===== src/ghp_pkg.sv =====
// Purpose: Shared constants and types for the host port and power-state block
// Assumes: 200 MHz system clock
// Notes: Bit-rate table indexed by a 4-bit select code
package ghp_pkg;
    localparam int unsigned CLK_HZ = 200_000_000;
    localparam int unsigned BAUD_9600 = 9600;
    localparam int unsigned BAUD_19200 = 19200;
    localparam int unsigned BAUD_38400 = 38400;
    localparam int unsigned BAUD_57600 = 57600;
    localparam int unsigned BAUD_115200 = 115200;
    localparam int unsigned BAUD_230400 = 230400;
    localparam int unsigned BAUD_460800 = 460800;
    localparam int unsigned BAUD_921600 = 921600;
    localparam int unsigned BAUD_3000000 = 3000000;
    localparam logic [3:0] RATE_SEL_RESET = 4'h0;
    localparam logic [3:0] RATE_SEL_MAX = 4'h8;
    localparam int unsigned DIV_W = 16;
    localparam int unsigned DATA_BITS = 8;
    localparam logic [6:0] TGT_ADDR_RESET = 7'h10;
    localparam logic [31:0] PPS_PERIOD_RESET = 32'h0BEBC200;
    localparam logic [31:0] PPS_WIDTH_RESET = 32'h01312D00;
    localparam logic [31:0] PPS_PHASE_RESET = 32'h00000000;

    typedef struct packed {
        logic enable;
        logic [31:0] period;
        logic [31:0] width;
        logic [31:0] phase;
    } ghp_pps_cfg_t;

    typedef struct packed {
        logic valid;
        logic [7:0] data;
    } ghp_byte_t;

    // Cycles per bit for a select code; unknown codes fall back to the default rate
    function automatic logic [DIV_W-1:0] bit_div(input logic [3:0] sel);
        int unsigned r;
        case (sel)
            4'h0: r = BAUD_9600;
            4'h1: r = BAUD_19200;
            4'h2: r = BAUD_38400;
            4'h3: r = BAUD_57600;
            4'h4: r = BAUD_115200;
            4'h5: r = BAUD_230400;
            4'h6: r = BAUD_460800;
            4'h7: r = BAUD_921600;
            4'h8: r = BAUD_3000000;
            default: r = BAUD_9600;
        endcase
        bit_div = DIV_W'(CLK_HZ / r);
    endfunction
endpackage


===== src/ghp_host_port.sv =====
// Purpose: Host-facing side of a positioning receiver: serial port, I2C target, timing pulse, power state
// Assumes: One 200 MHz clock; all pins pass two flip-flops before use
// Notes: Core firmware supplies reports, consumes commands and reports fix state
// Summary of operation
// - Selectable bit rate, starts at 9600
// - No hardware flow control on serial link
// - Transmit line idles high
// - Reports go out on transmit line
// - Commands and images arrive on receive line
// - I2C is target only, host clocks
// - Answer one 7-bit target address
// - Timing pulse held off until 3D fix
// - Pulse width, period, phase, disable configurable
// - Power-hold low enters RTC low-power mode
// - Power-hold high resumes full operation
// - Undriven power-hold reads high, full power
// - Active status high at full power
// - Active status low in RTC or periodic
// - Supply loss restores factory defaults
`timescale 1ns/1ps
module ghp_host_port (
    input wire logic clk_i,
    input wire logic sys_rst_i,
    input wire logic [3:0] rate_sel_i,
    input wire logic rate_load_i,
    output logic [3:0] rate_sel_o,
    input wire ghp_pkg::ghp_byte_t tx_byte_i,
    output logic tx_ready_o,
    output logic uart_tx_o,
    input wire logic uart_rx_i,
    output ghp_pkg::ghp_byte_t rx_byte_o,
    output logic rx_frame_err_o,
    input wire logic [6:0] tgt_addr_i,
    input wire logic tgt_addr_load_i,
    input wire logic i2c_scl_i,
    input wire logic i2c_sda_i,
    output logic i2c_sda_o,
    output logic i2c_sda_oe_o,
    output ghp_pkg::ghp_byte_t i2c_wr_byte_o,
    input wire logic [7:0] i2c_rd_data_i,
    output logic i2c_rd_take_o,
    input wire logic fix_3d_i,
    input wire ghp_pkg::ghp_pps_cfg_t pps_cfg_i,
    input wire logic pps_cfg_load_i,
    output logic pulse_per_second_output_o,
    input wire logic power_hold_i,
    input wire logic periodic_mode_i,
    output logic rtc_mode_o,
    output logic active_o
);
    localparam logic [15:0] ONE = 16'h0001;
    logic [3:0] rate_r;
    logic [15:0] div_w;
    logic [1:0] rx_sync_r, scl_sync_r, sda_sync_r, hold_sync_r;
    logic rx_s, scl_s, sda_s, scl_d_r, sda_d_r;

    // Two-flop synchronisers; only the second stage is read. Power-hold resets high as the pull-up would
    always_ff @(posedge clk_i)
    begin
        if (sys_rst_i)
        begin
            rx_sync_r <= 2'h3;
            scl_sync_r <= 2'h3;
            sda_sync_r <= 2'h3;
            hold_sync_r <= 2'h3;
        end
        else
        begin
            rx_sync_r <= {rx_sync_r[0], uart_rx_i};
            scl_sync_r <= {scl_sync_r[0], i2c_scl_i};
            sda_sync_r <= {sda_sync_r[0], i2c_sda_i};
            hold_sync_r <= {hold_sync_r[0], power_hold_i};
        end
    end
    assign rx_s = rx_sync_r[1];
    assign scl_s = scl_sync_r[1];
    assign sda_s = sda_sync_r[1];

    // Bit-rate select; reset is the factory default
    always_ff @(posedge clk_i)
    begin
        if (sys_rst_i)
            rate_r <= ghp_pkg::RATE_SEL_RESET;
        else if (rate_load_i && rate_sel_i <= ghp_pkg::RATE_SEL_MAX)
            rate_r <= rate_sel_i;
    end
    assign rate_sel_o = rate_r;
    assign div_w = ghp_pkg::bit_div(rate_r);

    // Power state follows the synchronised hold level
    always_ff @(posedge clk_i)
    begin
        if (sys_rst_i)
        begin
            rtc_mode_o <= 1'b0;
            active_o <= 1'b1;
        end
        else
        begin
            rtc_mode_o <= !hold_sync_r[1];
            active_o <= hold_sync_r[1] && !periodic_mode_i;
        end
    end

    // Serial transmitter; byte taken only when idle, no RTS/CTS exists
    logic [9:0] tx_sh_r;
    logic [3:0] tx_cnt_r;
    logic [15:0] tx_div_r;
    assign tx_ready_o = (tx_cnt_r == 4'h0) && !rtc_mode_o;
    always_ff @(posedge clk_i)
    begin
        if (sys_rst_i)
        begin
            tx_sh_r <= 10'h3FF;
            tx_cnt_r <= 4'h0;
            tx_div_r <= 16'h0000;
            uart_tx_o <= 1'b1;
        end
        else if (tx_cnt_r == 4'h0)
        begin
            uart_tx_o <= 1'b1;
            if (tx_byte_i.valid && tx_ready_o)
            begin
                tx_sh_r <= {1'b1, tx_byte_i.data, 1'b0}; // Start, LSB-first data, stop
                tx_cnt_r <= 4'hB; // One extra shift so the stop bit lasts a full bit before ready
                tx_div_r <= 16'h0000;
            end
        end
        else if (tx_div_r == 16'h0000)
        begin
            uart_tx_o <= tx_sh_r[0];
            tx_sh_r <= {1'b1, tx_sh_r[9:1]};
            tx_div_r <= div_w - ONE;
            tx_cnt_r <= tx_cnt_r - 4'h1;
        end
        else
            tx_div_r <= tx_div_r - ONE;
    end

    // Serial receiver for commands, corrections and images
    ghp_uart_rx u_rx (
        .clk_i(clk_i),
        .sys_rst_i(sys_rst_i),
        .div_i(div_w),
        .rx_i(rx_s),
        .byte_o(rx_byte_o),
        .frame_err_o(rx_frame_err_o)
    );

    // I2C target: never drives SCL, only reacts to host edges
    typedef enum logic [2:0] {GHP_I2C_IDLE = 3'b000, GHP_I2C_ADDR = 3'b001, GHP_I2C_AACK = 3'b011,
        GHP_I2C_WR = 3'b010, GHP_I2C_WACK = 3'b110, GHP_I2C_RD = 3'b111, GHP_I2C_RACK = 3'b101}
        ghp_i2c_state_t;
    ghp_i2c_state_t i2c_st_r;
    logic [6:0] addr_r;
    logic [7:0] i2c_sh_r;
    logic [3:0] i2c_bit_r;
    logic i2c_rw_r;
    logic scl_rise, scl_fall, start_c, stop_c;
    assign scl_rise = scl_s && !scl_d_r;
    assign scl_fall = !scl_s && scl_d_r;
    assign start_c = scl_s && scl_d_r && sda_d_r && !sda_s;
    assign stop_c = scl_s && scl_d_r && !sda_d_r && sda_s;

    // Own address register, default restored on reset
    always_ff @(posedge clk_i)
    begin
        if (sys_rst_i)
            addr_r <= ghp_pkg::TGT_ADDR_RESET;
        else if (tgt_addr_load_i)
            addr_r <= tgt_addr_i;
    end

    // Target bit engine; samples on SCL rise, changes SDA after SCL fall
    always_ff @(posedge clk_i)
    begin
        if (sys_rst_i)
        begin
            i2c_st_r <= GHP_I2C_IDLE;
            scl_d_r <= 1'b1;
            sda_d_r <= 1'b1;
            i2c_sh_r <= 8'h00;
            i2c_bit_r <= 4'h0;
            i2c_rw_r <= 1'b0;
            i2c_sda_o <= 1'b1;
            i2c_sda_oe_o <= 1'b0;
            i2c_wr_byte_o <= '0;
            i2c_rd_take_o <= 1'b0;
        end
        else
        begin
            scl_d_r <= scl_s;
            sda_d_r <= sda_s;
            i2c_wr_byte_o.valid <= 1'b0;
            i2c_rd_take_o <= 1'b0;
            i2c_sda_o <= 1'b0;
            if (start_c)
            begin
                i2c_st_r <= GHP_I2C_ADDR;
                i2c_bit_r <= 4'h0;
                i2c_sda_oe_o <= 1'b0;
            end
            else if (stop_c || rtc_mode_o)
            begin
                i2c_st_r <= GHP_I2C_IDLE;
                i2c_sda_oe_o <= 1'b0;
            end
            else if (scl_rise && (i2c_st_r == GHP_I2C_ADDR || i2c_st_r == GHP_I2C_WR))
            begin
                i2c_sh_r <= {i2c_sh_r[6:0], sda_s};
                i2c_bit_r <= i2c_bit_r + 4'h1;
            end
            else if (scl_rise && i2c_st_r == GHP_I2C_RACK && sda_s)
                i2c_st_r <= GHP_I2C_IDLE; // Host NACK ends the read
            else if (scl_fall)
            begin
                case (i2c_st_r)
                    GHP_I2C_ADDR:
                    begin
                        if (i2c_bit_r == 4'h8)
                        begin
                            if (i2c_sh_r[7:1] == addr_r) // 7-bit match only
                            begin
                                i2c_st_r <= GHP_I2C_AACK;
                                i2c_rw_r <= i2c_sh_r[0];
                                i2c_sda_oe_o <= 1'b1;
                            end
                            else
                                i2c_st_r <= GHP_I2C_IDLE;
                        end
                    end
                    GHP_I2C_AACK, GHP_I2C_WACK, GHP_I2C_RACK:
                    begin
                        i2c_bit_r <= 4'h0;
                        if (i2c_rw_r)
                        begin
                            i2c_st_r <= GHP_I2C_RD;
                            i2c_sh_r <= {i2c_rd_data_i[6:0], 1'b0};
                            i2c_sda_oe_o <= !i2c_rd_data_i[7];
                            i2c_rd_take_o <= 1'b1;
                            i2c_bit_r <= 4'h1;
                        end
                        else
                        begin
                            i2c_st_r <= GHP_I2C_WR;
                            i2c_sda_oe_o <= 1'b0;
                        end
                    end
                    GHP_I2C_WR:
                    begin
                        if (i2c_bit_r == 4'h8)
                        begin
                            i2c_st_r <= GHP_I2C_WACK;
                            i2c_sda_oe_o <= 1'b1;
                            i2c_wr_byte_o.valid <= 1'b1;
                            i2c_wr_byte_o.data <= i2c_sh_r;
                        end
                    end
                    GHP_I2C_RD:
                    begin
                        if (i2c_bit_r == 4'h8)
                        begin
                            i2c_st_r <= GHP_I2C_RACK;
                            i2c_sda_oe_o <= 1'b0;
                        end
                        else
                        begin
                            i2c_sda_oe_o <= !i2c_sh_r[7]; // Open drain: drive only zeros
                            i2c_sh_r <= {i2c_sh_r[6:0], 1'b0};
                            i2c_bit_r <= i2c_bit_r + 4'h1;
                        end
                    end
                    default: i2c_st_r <= GHP_I2C_IDLE;
                endcase
            end
        end
    end

    // Timing pulse configuration, factory values on reset
    ghp_pkg::ghp_pps_cfg_t pps_cfg_r;
    logic [31:0] pps_cnt_r;
    always_ff @(posedge clk_i)
    begin
        if (sys_rst_i)
        begin
            pps_cfg_r.enable <= 1'b1;
            pps_cfg_r.period <= ghp_pkg::PPS_PERIOD_RESET;
            pps_cfg_r.width <= ghp_pkg::PPS_WIDTH_RESET;
            pps_cfg_r.phase <= ghp_pkg::PPS_PHASE_RESET;
        end
        else if (pps_cfg_load_i && pps_cfg_i.period != 32'h00000000)
            pps_cfg_r <= pps_cfg_i;
    end

    // Pulse generator; counter sits at zero until a 3D fix, so phase counts from the fix
    always_ff @(posedge clk_i)
    begin
        if (sys_rst_i)
        begin
            pps_cnt_r <= 32'h00000000;
            pulse_per_second_output_o <= 1'b0;
        end
        else if (!fix_3d_i || !pps_cfg_r.enable || rtc_mode_o)
        begin
            pps_cnt_r <= 32'h00000000;
            pulse_per_second_output_o <= 1'b0;
        end
        else
        begin
            pps_cnt_r <= (pps_cnt_r >= pps_cfg_r.period - 32'h00000001) ? 32'h00000000 : pps_cnt_r + 32'h00000001;
            pulse_per_second_output_o <= (pps_cnt_r >= pps_cfg_r.phase) &&
                (pps_cnt_r < pps_cfg_r.phase + pps_cfg_r.width);
        end
    end
endmodule


===== src/ghp_uart_rx.sv =====
// Purpose: Serial receiver, 8N1, sampling at mid-bit
// Assumes: Rx pin already passed through a two-stage synchroniser
// Notes: No flow control; a bad stop bit raises a one-cycle framing error
`timescale 1ns/1ps
module ghp_uart_rx (
    input wire logic clk_i,
    input wire logic sys_rst_i,
    input wire logic [15:0] div_i,
    input wire logic rx_i,
    output ghp_pkg::ghp_byte_t byte_o,
    output logic frame_err_o
);
    typedef enum logic [1:0] {GHP_RX_IDLE = 2'b00, GHP_RX_START = 2'b01, GHP_RX_DATA = 2'b11,
        GHP_RX_STOP = 2'b10} ghp_rx_state_t;
    ghp_rx_state_t state_r;
    logic [15:0] cnt_r;
    logic [2:0] idx_r;
    logic [7:0] shift_r;

    // Bit framing; start bit is rechecked at half a bit to reject glitches
    always_ff @(posedge clk_i)
    begin
        if (sys_rst_i)
        begin
            state_r <= GHP_RX_IDLE;
            cnt_r <= 16'h0000;
            idx_r <= 3'h0;
            shift_r <= 8'h00;
            byte_o <= '0;
            frame_err_o <= 1'b0;
        end
        else
        begin
            byte_o.valid <= 1'b0;
            frame_err_o <= 1'b0;
            case (state_r)
                GHP_RX_IDLE:
                begin
                    if (!rx_i)
                    begin
                        state_r <= GHP_RX_START;
                        cnt_r <= {1'b0, div_i[15:1]};
                    end
                end
                GHP_RX_START:
                begin
                    if (cnt_r != 16'h0000)
                        cnt_r <= cnt_r - 16'h0001;
                    else if (rx_i)
                        state_r <= GHP_RX_IDLE;
                    else
                    begin
                        state_r <= GHP_RX_DATA;
                        cnt_r <= div_i - 16'h0001;
                        idx_r <= 3'h0;
                    end
                end
                GHP_RX_DATA:
                begin
                    if (cnt_r != 16'h0000)
                        cnt_r <= cnt_r - 16'h0001;
                    else
                    begin
                        shift_r <= {rx_i, shift_r[7:1]}; // LSB first
                        cnt_r <= div_i - 16'h0001;
                        if (idx_r == 3'h7)
                            state_r <= GHP_RX_STOP;
                        idx_r <= idx_r + 3'h1;
                    end
                end
                GHP_RX_STOP:
                begin
                    if (cnt_r != 16'h0000)
                        cnt_r <= cnt_r - 16'h0001;
                    else
                    begin
                        state_r <= GHP_RX_IDLE;
                        if (rx_i)
                        begin
                            byte_o.valid <= 1'b1;
                            byte_o.data <= shift_r;
                        end
                        else
                            frame_err_o <= 1'b1;
                    end
                end
                default: state_r <= GHP_RX_IDLE;
            endcase
        end
    end
endmodule


===== config.mk =====
export PLATFORM = sky130hd
export DESIGN_NAME = ghp_host_port
export DESIGN_NICKNAME = d
export VERILOG_FILES = /design/src/ghp_pkg.sv /design/src/ghp_host_port.sv /design/src/ghp_uart_rx.sv
export SDC_FILE = /design/constraint.sdc
export NUM_CORES = 1
export LEC_CHECK = 0
export BUFFER_PORTS_ARGS = -buffer_cell sky130_fd_sc_hd__buf_2
export CAP_MARGIN = 20
export CORE_ASPECT_RATIO = 1.1
export CORE_UTILIZATION = 65
export DETAILED_ROUTE_END_ITERATION = 12
export PLACE_DENSITY = 0.82
export SETUP_SLACK_MARGIN = 0.05
export SLEW_MARGIN = 20
export SYNTH_ARGS = -nofsm -noshare
export SYNTH_HDL_FRONTEND = slang
export SYNTH_SLANG_ARGS = --single-unit
export TNS_END_PERCENT = 30

===== constraint.sdc =====
create_clock -name clk_i -period 154.9 [get_ports clk_i]
set_input_delay 15.49 -clock clk_i [delete_from_list [all_inputs] [get_ports clk_i]]
set_output_delay 15.49 -clock clk_i [all_outputs]
set_load 0.02 [all_outputs]

==> impl_metrics.yaml <==
floorplan:
  fp.dieH_um: 231.2
  initial_core_util_pct: 66.13
  die_area_mm2: 0.04863
  num_io_pins: 167
  fp-row-count: 83
  core_area_mm2: 0.04694
  die_w_um: 210.4
setup_path:
  critPathKind: "flip-flop to flip-flop"
  cpMostUsedCell: "o21ai_0"
  arrival_ps: 65300
  crit_family: "compound AO/OA/AOI/OAI gates"
  critPathCaptureType: "flip-flop"
  cp_slowest_stage_delay_ps: 790
  start_kind: "flip-flop"
  critical_path_buf_inv_count: 9
  cp.required_ps: 155310
  critPathMaxFanout: 27
  crit_slowest_cell: "ha_1"
synth:
  synth_cell_types: 127
  yosysWarnings: 0
  synthesis.area_mm2: 0.03104
  synthCells: 4248
  synth_edf_count: 0
  synthFlopType: "dfxtp_1"
  synth_top_family_by_area: "simple AND/OR/NAND/NOR gates"
  synth.area.top_cells: "dfxtp_1, ha_1, nand2_1"
  synth_compound_area_share_pct: 25.36
  netlist.area_leader.share_pct: 17.03
  ys_ff_latch: 264
  yosys.area_share.adder_pct: 16.47
  yosys.area.top_type: "dfxtp_1"
  ys_seq_area_share_pct: 17.03
  async_flop_share_pct: 0
  synthMuxAreaShare_pct: 3.974
  synth-simple-area-share_pct: 25.52
  syn_avg_cell_area_um2: 7.307
  synthXorXnorAreaFrac_pct: 7.336
timing:
  finalHoldViolCount: 0
  setup_viol: 0
  fmax_ghz: 0.01541
  tightest_slew_ps: 1104
  drv_slew: 0
  finalCriticalPeriod_ps: 64890
  post-route-period-util_pct: 41.89
  finClkSkew_ps: 9.035
  rsz0062_at_grt: "false"
  relSlewSlack_pct: 26.27
  tns_ps: 0
clocking:
  cts_tree: "yes"
  post_cts_buffers: 0
  clk_latency_ps: 540
  cts_buffers: 26
  cts_max_path_buffers: 3
  cts_resized: 0
  cts_hold_buf: 0
  clkTransAtPathRegs_ps: 70
  cts_htree_levels: 1
  clockRootBuffer: "clkbuf_16"
  cts_num_sinks: 264
layout:
  final_nets: 4903
  fin_cells: 5016
  design_area_mm2: 0.03340
  drive_above_1_share_pct: 9.159
  synthToLayoutAreaGrowth_pct: 7.598
detailed_routing:
  first_iter_violations: 2362
  drc: 0
  ant_nets: 0
  dr_total_vias: 31450
  postRouteWirelength_mm: 86.74
  drt_pass1_iterations: 7
  routed_via_density: 6.270
  wl_per_cell_um: 17.29
placement:
  dpl_cell_area_mm2: 0.03247
  hpwl_mm: 65.76
  placed_cells: 4968
  io_buffers: 166
  routabilityCongestion: 0.9520
hold_path:
  min_path_type: "flip-flop to flip-flop"
  min_from: "hold_sync_r[0]"
global_routing:
  grt_pass1_wl_mm: 140.6
  grt-ovfl-total: 0
  grt_antenna_before_repair: 1
  grt.total_usage_pct: 34.65
  grt_max_degree: 98
  grt_pass1_vias: 28660
status:
  status: "complete, no violations"
flow_run:
  drv_cap: 0
==> logic make-up after synthesis <==
family                   Yosys count
AND/OR/NAND/NOR                 1655
AO/OA/AOI/OAI                   1203
adder cells (fa/ha/maj)          408
buffers and inverters            341
flip-flops                       264
XOR/XNOR                         260
multiplexers                     115
other                              2
==> cells in the mapped netlist, types with 19 or more instances <==
| cell type | n |
|---|---|
| nand3_1 | 150 |
| nand2b_1 | 105 |
| mux2i_1 | 60 |
| nand2_1 | 536 |
| nor2_1 | 408 |
| a21o_1 | 91 |
| o211ai_1 | 31 |
| inv_1 | 210 |
| o31ai_1 | 57 |
| o21ai_0 | 225 |
| xor2_1 | 77 |
| mux2_2 | 49 |
| a31oi_1 | 33 |
| nor4_1 | 39 |
| dfxtp_1 | 264 |
| and3_1 | 25 |
| o21a_1 | 81 |
| ha_1 | 407 |
| o21bai_1 | 40 |
| xnor2_1 | 183 |
| a211oi_1 | 30 |
| nor3_1 | 112 |
| a21oi_1 | 377 |
| nand4_1 | 41 |
| and2_1 | 34 |
| nor2b_1 | 57 |
| or3_1 | 35 |
| o21ai_1 | 19 |
| or2_2 | 28 |
| clkbuf_1 | 94 |
==> sequential cells by signal, summed over array words and instances (netlist names), 7 cells and up, named ones only <==
signal         cells
u_rx.byte_o        9
i2c_sh_r           8
pps_cfg_r         97
pps_cnt_r         32
i2c_wr_byte_o      9
tx_div_r          16
addr_r             7
u_rx.shift_r       8
u_rx.cnt_r        16
tx_sh_r            9
==> placed cells by master (no fill, tap or decap), types with 25 or more instances in the layout <==
master       n
nand2_1    535
nor2_1     408
ha_1       407
a21oi_1    377
dfxtp_1    264
o21ai_0    225
inv_1      210
xnor2_1    183
buf_2      165
nand3_1    150
nor3_1     112
nand2b_1   105
a21o_1      91
o21a_1      80
xor2_1      77
mux2i_1     60
nor2b_1     57
o31ai_1     57
mux2_2      49
nand4_1     41
o21bai_1    40
nor4_1      38
or3_1       35
and2_1      34
buf_4       34
a31oi_1     32
o211ai_1    31
a211oi_1    30
or2_2       28
clkbuf_16   27
and3_1      25
==> worst paths after layout <==
path                          to  slack [ps]  depth (start not counted)
setup / recovery  u_rx.cnt_r[14]       90010                        296
hold / removal    hold_sync_r[1]         410                          1
setup reg to reg  u_rx.cnt_r[14]       90010                        296
hold reg to reg   hold_sync_r[1]         410                          1
==> area by class of cell <==
| class | count | area [um^2] |
|---|---|---|
| antenna | 1 | 2.502 |
| clock buffer | 37 | 763.2 |
| clock inverter | 10 | 160.2 |
| fill | 4012 | 13540 |
| inverter | 213 | 799.5 |
| multi-input combinational | 3654 | 24500 |
| sequential | 264 | 5285 |
| tap | 637 | 797.0 |
| timing repair buffer | 200 | 1092 |
==> layer usage <==
metal	track usage, %	up-vias	part of all wire (%)
met5	0	-	0.016
met4	12.14	2	3.5
met3	3.049	198	7.1
met2	59.10	1149	46
met1	45.53	14510	44
li1	-	15600	-
==> through the flow <==
stage | util, % | setup slack (ps) | hold WS, ps
after detailed placement | 69.18 | 91200 | 399.7
after global placement | 69.18 | 92910 | 390.8
after floorplan | - | 97730 | 385.6
after global routing | 71.15 | 84120 | 419.6
final | 71.15 | 90010 | 413.2
after CTS | 71.14 | 90990 | 409.2
Power is left out: the tool's default activity adds up to more than one toggle a clock period on the data nets, which glitch-free logic cannot reach.
